## src/hw/fieldbus_slave_pkg.sv

```systemverilog
// Purpose: shared constants for the fieldbus slave poll/io block
// Assumes: 125 MHz clk, Avalon-MM register access with 32-bit data
// Notes: offsets are byte addresses of aligned words
package fieldbus_slave_pkg;
  localparam logic [5:0] ADDR_CTRL = 6'h00;
  localparam logic [5:0] ADDR_STATUS = 6'h04;
  localparam logic [5:0] ADDR_IRQ_STATUS = 6'h08;
  localparam logic [5:0] ADDR_IRQ_MASK = 6'h0C;
  localparam logic [5:0] ADDR_POSITION = 6'h10;
  localparam logic [5:0] ADDR_LAST_CTRL = 6'h14;
  localparam logic [5:0] ADDR_WD_TIME = 6'h18;
  localparam logic [5:0] ADDR_DEVICE_TYPE = 6'h1C;
  localparam logic [5:0] ADDR_ATTR = 6'h20;

  // message kinds as decoded by the frame layer
  localparam logic [2:0] MSG_POLL = 3'h0;
  localparam logic [2:0] MSG_OPEN = 3'h1;
  localparam logic [2:0] MSG_CLOSE = 3'h2;
  localparam logic [2:0] MSG_ATTR_RD = 3'h3;
  localparam logic [2:0] MSG_ATTR_WR = 3'h4;

  localparam logic [1:0] GROUP_1 = 2'h1;
  localparam logic [1:0] GROUP_2 = 2'h2;

  // control byte bit positions
  localparam int BIT_PRESET = 0;
  localparam int BIT_EMIT_OFF = 1;
  localparam int BIT_EMIT_ON = 2;
  localparam int BIT_FAULT_ACK = 3;

  // interrupt/status bit positions
  localparam int IRQ_CONNECT = 0;
  localparam int IRQ_TIMEOUT = 1;
  localparam int IRQ_CTRL_EVENT = 2;
  localparam int IRQ_CAN_FAULT = 3;
  localparam int IRQ_BAD_CTRL = 4;
  localparam int IRQ_ATTR = 5;
  localparam int IRQ_BITS = 6;

  localparam logic [31:0] WD_TIME_RST = 32'h0000_0000;
  localparam logic [7:0] ATTR_OK = 8'h00;
  localparam logic [7:0] ATTR_REFUSED = 8'h14;

  localparam int CLK_MHZ = 125;
  localparam int DUP_CHECK_MS = 1;
  localparam int DUP_CHECK_CYC = DUP_CHECK_MS * 1000 * CLK_MHZ;
  localparam int FLASH_MS = 500;
  localparam int FLASH_CYC = FLASH_MS * 1000 * CLK_MHZ;
  localparam int CAN_WD_US = 100;
  localparam int CAN_WD_CYC = CAN_WD_US * CLK_MHZ;
endpackage

```

## src/hw/edge_sync.sv

```systemverilog
// Purpose: two-flop synchroniser bank for asynchronous pin inputs
// Assumes: inputs are quasi-static or slow compared with clk
// Notes: the first stage feeds only the second stage
`timescale 1ns/1ps
module edge_sync #(
  parameter int WIDTH = 8
) (
  input wire logic clk,
  input wire logic sys_rst,
  input wire logic [WIDTH-1:0] async_in,
  output logic [WIDTH-1:0] sync_out
);
  typedef struct packed {
    logic [WIDTH-1:0] meta;
    logic [WIDTH-1:0] stable;
  } sync_state_t;

  sync_state_t state;
  sync_state_t next_state;

  // refused at elaboration: a zero-width bank has nothing to carry
  if (WIDTH < 1)
    $error("edge_sync needs WIDTH of at least 1");

  always_comb
  begin
    next_state.meta = async_in;
    next_state.stable = state.meta;
  end

  always_ff @(posedge clk)
  begin
    if (sys_rst)
      state <= '0;
    else
      state <= next_state;
  end

  assign sync_out = state.stable;
endmodule

```

## src/hw/fieldbus_slave_poll_io.sv

```systemverilog
// Purpose: slave message handling, poll i/o, watchdogs and indicators
// Assumes: frame layer delivers decoded messages as one-cycle strobes
// Notes: registers on Avalon-MM; one level irq output
// Operation
// - slave only; group 2 in, group 1 poll reply
// - connections opened and closed by unconnected requests
// - poll watchdog drops connection, red flashes
// - watchdog supervises the protocol controller
// - answer each addressed poll while connected with one response
// - duplicate address check before going online
// - execute attribute requests, return outcome response
// - indicators reflect offline, run, fault, hardware ok
// - response is 4 bytes, little-endian, msb holds error
// - control byte bits preset, off, on, ack
// - programming data exchanged in binary
// - ack clears error report, persisting error resets it
// - node address from six switches, switch 1 lsb
//
// The register offsets and the Avalon-MM interface to the registers were decided locally.
`timescale 1ns/1ps
module fieldbus_slave_poll_io #(
  parameter int DUP_CHECK_CYCLES = fieldbus_slave_pkg::DUP_CHECK_CYC,
  parameter int FLASH_CYCLES = fieldbus_slave_pkg::FLASH_CYC,
  parameter int CAN_WD_CYCLES = fieldbus_slave_pkg::CAN_WD_CYC,
  parameter logic [7:0] DEVICE_TYPE = 8'h5A // arbitrary value
) (
  input wire logic clk,
  input wire logic sys_rst,
  input wire logic [5:0] avs_address,
  input wire logic avs_read,
  input wire logic avs_write,
  input wire logic [31:0] avs_writedata,
  input wire logic [3:0] avs_byteenable,
  output logic [31:0] avs_readdata,
  output logic avs_waitrequest,
  input wire logic [5:0] address_switch,
  input wire logic msg_valid,
  input wire logic [1:0] msg_group,
  input wire logic [5:0] msg_dest,
  input wire logic [2:0] msg_kind,
  input wire logic [7:0] msg_data,
  input wire logic can_alive,
  input wire logic dup_detected,
  input wire logic [31:0] position,
  input wire logic error_active,
  output logic tx_valid,
  output logic [1:0] tx_group,
  output logic [2:0] tx_kind,
  output logic [31:0] tx_data,
  output logic dup_check_tx,
  output logic preset_pulse,
  output logic emitter_off_request,
  output logic emitter_on_request,
  output logic fault_acknowledge,
  output logic [5:0] node_address,
  output logic led_run,
  output logic led_err,
  output logic led_ok,
  output logic irq
);
  localparam int IRQ_W = fieldbus_slave_pkg::IRQ_BITS;

  typedef enum logic [2:0] {
    ST_DUP_CHECK, ST_ONLINE, ST_CONNECTED, ST_TIMEOUT, ST_FAULT
  } link_state_t;

  typedef struct packed {
    link_state_t link;
    logic [31:0] dup_cnt;
    logic [31:0] wd_cnt;
    logic [31:0] can_cnt;
    logic [31:0] flash_cnt;
    logic flash;
    logic [3:0] last_ctrl;
    logic err_report;
    logic [31:0] wd_time;
    logic auto_ack;
    logic [IRQ_W-1:0] irq_status;
    logic [IRQ_W-1:0] irq_mask;
    logic [7:0] attr_value;
    logic ack;
    logic [31:0] rdata;
    logic tx_valid;
    logic [1:0] tx_group;
    logic [2:0] tx_kind;
    logic [31:0] tx_data;
    logic dup_tx;
    logic [3:0] pulses;
    logic [5:0] node;
    logic run;
    logic err;
    logic ok;
    logic irq;
  } core_t;

  core_t s;
  core_t n;
  logic [7:0] sw_sync;
  logic [1:0] pin_sync;

  if (DUP_CHECK_CYCLES < 1 || FLASH_CYCLES < 1 || CAN_WD_CYCLES < 1)
    $error("cycle counts must be at least 1");

  // switches and status pins come from outside the clock domain
  edge_sync #(.WIDTH(8)) u_sync (
    .clk(clk),
    .sys_rst(sys_rst),
    .async_in({dup_detected, can_alive, address_switch}),
    .sync_out(sw_sync)
  );
  assign pin_sync = sw_sync[7:6];

  always_comb
  begin
    logic [3:0] ctrl;
    logic [3:0] rise;
    logic [IRQ_W-1:0] ev;
    logic addressed;
    logic bus_req;
    ctrl = '0;
    rise = '0;
    ev = '0;
    addressed = msg_valid && msg_dest == s.node;
    bus_req = (avs_read || avs_write) && !s.ack;
    n = s;
    n.tx_valid = 1'b0;
    n.dup_tx = 1'b0;
    n.pulses = '0;
    n.ack = 1'b0;
    n.node = sw_sync[5:0];

    // indicator flash divider
    if (s.flash_cnt >= 32'(FLASH_CYCLES - 1))
    begin
      n.flash_cnt = '0;
      n.flash = !s.flash;
    end
    else
      n.flash_cnt = s.flash_cnt + 32'h0000_0001;

    // protocol controller supervision: needs a sign of life
    if (pin_sync[0])
      n.can_cnt = '0;
    else if (s.can_cnt < 32'(CAN_WD_CYCLES))
      n.can_cnt = s.can_cnt + 32'h0000_0001;
    if (s.can_cnt >= 32'(CAN_WD_CYCLES) && s.link != ST_FAULT)
    begin
      n.link = ST_FAULT;
      ev[fieldbus_slave_pkg::IRQ_CAN_FAULT] = 1'b1;
    end

    unique case (s.link)
      ST_DUP_CHECK:
      begin
        n.dup_tx = s.dup_cnt == '0;
        if (pin_sync[1])
          n.link = ST_FAULT;
        else if (s.dup_cnt >= 32'(DUP_CHECK_CYCLES - 1))
          n.link = ST_ONLINE;
        else
          n.dup_cnt = s.dup_cnt + 32'h0000_0001;
      end
      ST_ONLINE, ST_TIMEOUT:
      begin
        // only group 2 requests are accepted by a slave
        if (addressed && msg_group == fieldbus_slave_pkg::GROUP_2 &&
            msg_kind == fieldbus_slave_pkg::MSG_OPEN)
        begin
          n.link = ST_CONNECTED;
          n.wd_cnt = '0;
          n.last_ctrl = '0;
          ev[fieldbus_slave_pkg::IRQ_CONNECT] = 1'b1;
        end
      end
      ST_CONNECTED:
      begin
        if (s.wd_time != '0)
          n.wd_cnt = s.wd_cnt + 32'h0000_0001;
        if (addressed && msg_group == fieldbus_slave_pkg::GROUP_2)
        begin
          if (msg_kind == fieldbus_slave_pkg::MSG_CLOSE)
            n.link = ST_ONLINE;
          else if (msg_kind == fieldbus_slave_pkg::MSG_POLL)
          begin
            n.wd_cnt = '0;
            ctrl = msg_data[3:0];
            rise = ctrl & ~s.last_ctrl;
            n.last_ctrl = ctrl;
            n.pulses = rise;
            if (msg_data[7:4] != 4'h0)
              ev[fieldbus_slave_pkg::IRQ_BAD_CTRL] = 1'b1;
            if (rise != '0)
              ev[fieldbus_slave_pkg::IRQ_CTRL_EVENT] = 1'b1;
            n.tx_valid = 1'b1;
            n.tx_group = fieldbus_slave_pkg::GROUP_1;
            n.tx_kind = fieldbus_slave_pkg::MSG_POLL;
            // byte 0 lsb on the wire first; msb bit 7 carries error
            n.tx_data = {s.err_report, position[30:0]};
          end
        end
        if (s.wd_time != '0 && s.wd_cnt >= s.wd_time)
        begin
          n.link = ST_TIMEOUT;
          ev[fieldbus_slave_pkg::IRQ_TIMEOUT] = 1'b1;
        end
      end
      ST_FAULT:
      begin
        n.link = ST_FAULT;
      end
    endcase

    // attribute requests, handled while online, raw binary bytes
    if (addressed && msg_group == fieldbus_slave_pkg::GROUP_2 &&
        s.link != ST_DUP_CHECK && s.link != ST_FAULT &&
        (msg_kind == fieldbus_slave_pkg::MSG_ATTR_RD ||
         msg_kind == fieldbus_slave_pkg::MSG_ATTR_WR))
    begin
      if (msg_kind == fieldbus_slave_pkg::MSG_ATTR_WR)
        n.attr_value = msg_data;
      n.tx_valid = 1'b1;
      n.tx_group = fieldbus_slave_pkg::GROUP_2;
      n.tx_kind = msg_kind;
      n.tx_data = {16'h0000, fieldbus_slave_pkg::ATTR_OK,
                   msg_kind == fieldbus_slave_pkg::MSG_ATTR_WR ?
                   msg_data : s.attr_value};
      ev[fieldbus_slave_pkg::IRQ_ATTR] = 1'b1;
    end

    // error report: latched, cleared by ack, reasserted if persisting
    if (error_active)
      n.err_report = 1'b1;
    else if (s.auto_ack || n.pulses[fieldbus_slave_pkg::BIT_FAULT_ACK])
      n.err_report = 1'b0;
    if (!s.auto_ack && n.pulses[fieldbus_slave_pkg::BIT_FAULT_ACK])
      n.err_report = error_active;

    // indicators
    n.run = (s.link == ST_CONNECTED) ||
            (s.link == ST_TIMEOUT && s.flash);
    n.err = (s.link == ST_FAULT) ||
            (s.link == ST_TIMEOUT && s.flash);
    n.ok = s.link != ST_FAULT;

    // register bus: one wait cycle, answer on the following edge
    if (bus_req)
    begin
      n.ack = 1'b1;
      n.rdata = '0;
      if (avs_write && avs_byteenable[0])
      begin
        unique case (avs_address)
          fieldbus_slave_pkg::ADDR_CTRL:
            n.auto_ack = avs_writedata[0];
          fieldbus_slave_pkg::ADDR_IRQ_STATUS:
            n.irq_status = s.irq_status & ~avs_writedata[IRQ_W-1:0];
          fieldbus_slave_pkg::ADDR_IRQ_MASK:
            n.irq_mask = avs_writedata[IRQ_W-1:0];
          default:
            n.ack = 1'b1;
        endcase
      end
      if (avs_write && avs_address == fieldbus_slave_pkg::ADDR_WD_TIME)
        n.wd_time = avs_writedata;
      if (avs_read)
      begin
        unique case (avs_address)
          fieldbus_slave_pkg::ADDR_CTRL:
            n.rdata = {31'h0, s.auto_ack};
          fieldbus_slave_pkg::ADDR_STATUS:
            n.rdata = {21'h0, s.err_report, s.node, 1'b0, 3'(s.link)};
          fieldbus_slave_pkg::ADDR_IRQ_STATUS:
            n.rdata = {26'h0, s.irq_status};
          fieldbus_slave_pkg::ADDR_IRQ_MASK:
            n.rdata = {26'h0, s.irq_mask};
          fieldbus_slave_pkg::ADDR_POSITION:
            n.rdata = position;
          fieldbus_slave_pkg::ADDR_LAST_CTRL:
            n.rdata = {28'h0, s.last_ctrl};
          fieldbus_slave_pkg::ADDR_WD_TIME:
            n.rdata = s.wd_time;
          fieldbus_slave_pkg::ADDR_DEVICE_TYPE:
            n.rdata = {24'h0, DEVICE_TYPE};
          fieldbus_slave_pkg::ADDR_ATTR:
            n.rdata = {24'h0, s.attr_value};
          default:
            n.rdata = '0;
        endcase
      end
    end
    // set wins over a same-cycle write-one clear
    n.irq_status = n.irq_status | ev;
    n.irq = (s.irq_status & s.irq_mask) != '0;
  end

  always_ff @(posedge clk)
  begin
    if (sys_rst)
    begin
      s <= '0;
      s.link <= ST_DUP_CHECK;
      s.wd_time <= fieldbus_slave_pkg::WD_TIME_RST;
      s.auto_ack <= 1'b1;
    end
    else
      s <= n;
  end

  assign avs_readdata = s.rdata;
  assign avs_waitrequest = !s.ack;
  assign tx_valid = s.tx_valid;
  assign tx_group = s.tx_group;
  assign tx_kind = s.tx_kind;
  assign tx_data = s.tx_data;
  assign dup_check_tx = s.dup_tx;
  assign preset_pulse = s.pulses[fieldbus_slave_pkg::BIT_PRESET];
  assign emitter_off_request = s.pulses[fieldbus_slave_pkg::BIT_EMIT_OFF];
  assign emitter_on_request = s.pulses[fieldbus_slave_pkg::BIT_EMIT_ON];
  assign fault_acknowledge = s.pulses[fieldbus_slave_pkg::BIT_FAULT_ACK];
  assign node_address = s.node;
  assign led_run = s.run;
  assign led_err = s.err;
  assign led_ok = s.ok;
  assign irq = s.irq;
endmodule

```

## config.mk

```make
export PLATFORM = sky130hd
export DESIGN_NAME = fieldbus_slave_poll_io
export DESIGN_NICKNAME = d
export VERILOG_FILES = /design/src/hw/fieldbus_slave_pkg.sv /design/src/hw/edge_sync.sv /design/src/hw/fieldbus_slave_poll_io.sv
export SDC_FILE = /design/constraint.sdc
export NUM_CORES = 1
export LEC_CHECK = 0
export BUFFER_PORTS_ARGS = -buffer_cell sky130_fd_sc_hd__buf_2
export CORE_ASPECT_RATIO = 0.6
export CORE_UTILIZATION = 35
export DETAILED_ROUTE_END_ITERATION = 8
export MAX_ROUTING_LAYER = met4
export SLEW_MARGIN = 20
export SYNTH_ARGS = -nofsm -noshare
export SYNTH_HDL_FRONTEND = slang
export SYNTH_SLANG_ARGS = --single-unit
```

## constraint.sdc

```tcl
create_clock -name clk -period 2.8 [get_ports clk]
set_clock_uncertainty 0.2 [all_clocks]
set_input_delay 0.28 -clock clk [delete_from_list [all_inputs] [get_ports clk]]
set_output_delay 0.28 -clock clk [all_outputs]
set_load 0.1 [all_outputs]
```

==> run summary <==
• **run status** finished clean
• **count of mapped cells out of synthesis** 1,641
• **fraction of final layout cells with drive strength greater than 1** 17.8%
• **clock tree root driver cell** sky130_fd_sc_hd__clkbuf_16
• **register area share after synthesis** 43.0%
• **total detailed-routing wirelength** 38.0 mm
• **number of flip-flops and latches in the synthesized netlist** 292
• **commonest cells after routing, fill and taps aside** 292 x sky130_fd_sc_hd__dfxtp_1, 225 x sky130_fd_sc_hd__nand2_1, 188 x sky130_fd_sc_hd__buf_2, 163 x sky130_fd_sc_hd__nor2_1, 149 x sky130_fd_sc_hd__a21oi_1
• **setup repair after global routing missed its margin** false
• **area of the mapped netlist** 0.0136 mm²
• **maximum buffer depth of the clock tree** 3
• **slew at the pin closest to its max-slew limit** 793 ps
• **clock period minus final worst setup slack** 2600 ps
• **Max transition margin** 46.9%
• **router iterations before antenna repair** 5
• **antenna diode count** 0
• **number of synthesized flops with an enable pin** 0
• **Worst EP required** 3040 ps
• **remaining antenna violation count after routing** 0
• **total of max-cap violations** 0
• **count of final setup violators** 0
• **Worst setup EP type** flop
• **Area growth syn-to-layout** 22.5%
• **drc violations** 0
• **share of async-settable or async-resettable flops after synthesis** 0%
• **total power divided by cell area** 522 mW/mm²
• **Most used DFF post-synth** sky130_fd_sc_hd__dfxtp_1
• **area of the die** 0.0397 mm²
• **family of cells with the greatest summed delay on the critical path** simple AND/OR/NAND/NOR gates
• **wire per inst** 15.9 µm
• **reg-to-reg startpoint** s[219]$_SDFFE_PP0P_
• **worst-case vdd ir drop** 475 µV
• **data arrival time of the worst path** 2840 ps
• **maximum number of pins on one net before global-route repair** 178
• **Detail Placement HPWL** 27.2 mm
• **count of different cell masters after synthesis** 73
• **total power** 8680 µW
• **commonest non-fill, non-tap cell in the layout** sky130_fd_sc_hd__dfxtp_1
• **remaining global-route overflow** 0
• **starting utilization of the core area** 35.8%
• **maximum achievable frequency** 0.385 GHz
• **Setup CP Type** reg2reg
• **number of hold-slack violations in the final timing report** 0
• **number of violations reported at the end of detailed-routing iteration 0** 1,093
• **width of the die** 256 µm
• **largest fanout on the critical path** 8
• **initial antenna violation count** 0
• **critical-path cell list** nand4_1 -> or4_1 -> buf_4 -> a2111oi_4 -> buf_4 -> nand4_1 -> a21oi_1 -> o21ai_0
• **standard cell with the maximum stage delay on the critical path** sky130_fd_sc_hd__or4_1
• **die height** 155 µm
• **clock tree from TritonCTS** built
• **origin of the worst min-delay path** sys_rst
• **yosys warns** 0
• **critical path's largest stage delay** 570 ps
• **final critical-path share of the clock period** 92.7%
• **worst min path class** in2reg
• **CTS H-tree depth** 1
• **final-report max-slew violation count** 0
• **timing startpoint of the critical path** s[219]$_SDFFE_PP0P_
• **CTS clock-pin slew for the worst setup and hold paths** 70 ps
• **core region area** 0.0380 mm²
• **Mean Syn Cell Area** 8.28 µm²
• **placer congestion estimate** 0.909
• **number of buffers created by CTS** 26
• **number of nets in the final layout** 1,995
• **clock insertion delay at the later pin of the skew report** 550 ps
• **critical path launch point type** flop
• **combined buffer and inverter count along the critical path** 2
• **wire length of the first global-routing pass** 61.0 mm
• **# clock sinks** 292
• **number of global-route vias before repair** 11,300
• **post-route setup TNS** 0 ps
• **IO buf count** 189
• **leakage power figure** 0.00627 µW
• **# IOs** 193
• **Vias** 12,200
• **Vias/cell** 5.13
• **global-route usage over all layers** 19.4%
• **standard-cell rows** 55
==> power by group <==
| part | leakage [µW] | switching, µW | total [µW] | internal (µW) |
|---|---|---|---|---|
| sequential | 0.00236 | 25.6 | 4210 | 4190 |
| combinational | 0.00345 | 329 | 559 | 230 |
| clock | 0.000459 | 1600 | 3910 | 2310 |
==> cell type report <==
cell class                 instances  area [µm²]
tap                              513         642
clock buffer                      44         840
multi-input combinational       1128        6640
sequential                       292        5850
clock inverter                     4        95.1
fill                            3721       21300
timing repair buffer             339        2340
inverter                          63         236
==> worst min-delay path, stage by stage <==
cell,delay [ps]
sky130_fd_sc_hd__buf_6,110
sky130_fd_sc_hd__inv_1,50
sky130_fd_sc_hd__buf_4,220
sky130_fd_sc_hd__o211ai_1,120
==> routing by layer <==
layer / vias to the layer above / share of wire, % / GRT usage (%)
met4: 0 / 2.3 / 4.88
met1: 5767 / 50 / 28.5
met2: 392 / 41 / 27.2
met3: 59 / 6.3 / 3.21
li1: 6005 / - / -
met5: - / 0 / -
==> worst paths after layout <==
path / end / slack (ps) / depth (start not counted)
worst min-delay path: s[106]$_SDFFE_PP1P_ / 80 / 4
worst min register to register: node_address[1]$_SDFF_PP0_ / 230 / 1
worst max register to register: s[231]$_SDFFE_PP0P_ / 200 / 8
worst max-delay path: s[231]$_SDFFE_PP0P_ / 200 / 8
==> cell families after synthesis <==
| logic type | after synthesis | share of synthesized area [%] |
|---|---|---|
| buffers and inverters | 226 | 8.45 |
| and+or+nand+nor | 682 | 24.7 |
| xor gates and xnor gates | 60 | 3.87 |
| adders and majority gates | 38 | 3.50 |
| DFF | 292 | 43.0 |
| AOI/OAI and AO/OA | 319 | 14.7 |
| other | 1 | 0.0276 |
| muxes | 23 | 1.79 |
==> repair_timing <==
item                                   CTS  global route
setup endpoints to repair                0             3
resized for setup                        0             3
endpoints found under the hold margin  128             0
hold buffers                            86             0
setup buffers                            0             0
==> cell usage after synthesis, drive strengths merged, types with 4 or more instances <==
cell       n  share of area [%]
a2111oi    8               0.70
a211oi    12               0.66
a21oi    149                5.5
a221oi     4               0.26
a22o       5               0.32
a22oi     38                2.1
a31oi     15               0.69
a41oi      4               0.26
and2      32                1.5
and3      13               0.60
and4      11               0.71
buf       89                4.7
clkbuf    74                2.1
dfxtp    292                 43
ha        38                3.5
inv       63                1.7
mux2      10               0.83
mux2i     13               0.96
nand2    225                6.2
nand2b    12               0.55
nand3     37                1.4
nand3b     6               0.33
nand4     28                1.3
nand4b     5               0.32
nor2     164                4.5
nor2b     43                2.0
nor3      33                1.3
nor3b      4               0.29
nor4      38                2.0
o211ai     6               0.33
o21ai     44                1.6
or2       10               0.46
or3        5               0.23
or4       10               0.55
xnor2     38                2.4
xor2      22                1.4
==> stage by stage <==
| step | instance area [µm²] | worst slack, ps | hold slack (ps) | util (%) | cells |
|---|---|---|---|---|---|
| finish | 16600 | 203 | 79.1 | 43.8 | 2383 |
| CTS | 16600 | 196 | 50.4 | 43.8 | 2383 |
| global placement | 14800 | 200 | 221 | 39.1 | 2249 |
| floorplan | 13600 | 304 | 198 | - | 1646 |
| detailed placement | 14800 | 150 | 222 | 39.1 | 2249 |
| global route | 16600 | 32.8 | 81.7 | 43.8 | 2383 |
==> flip-flops by register name (all words and copies together), names as in the netlist, 2 cells and up <==
register           cells
u_sync.next_state      8
tx_group               2
s                    191
u_sync.sync_out        8
node_address           6
avs_readdata          32
tx_data               32
tx_kind                3
Note: power is estimated with default switching activity, not from simulation.
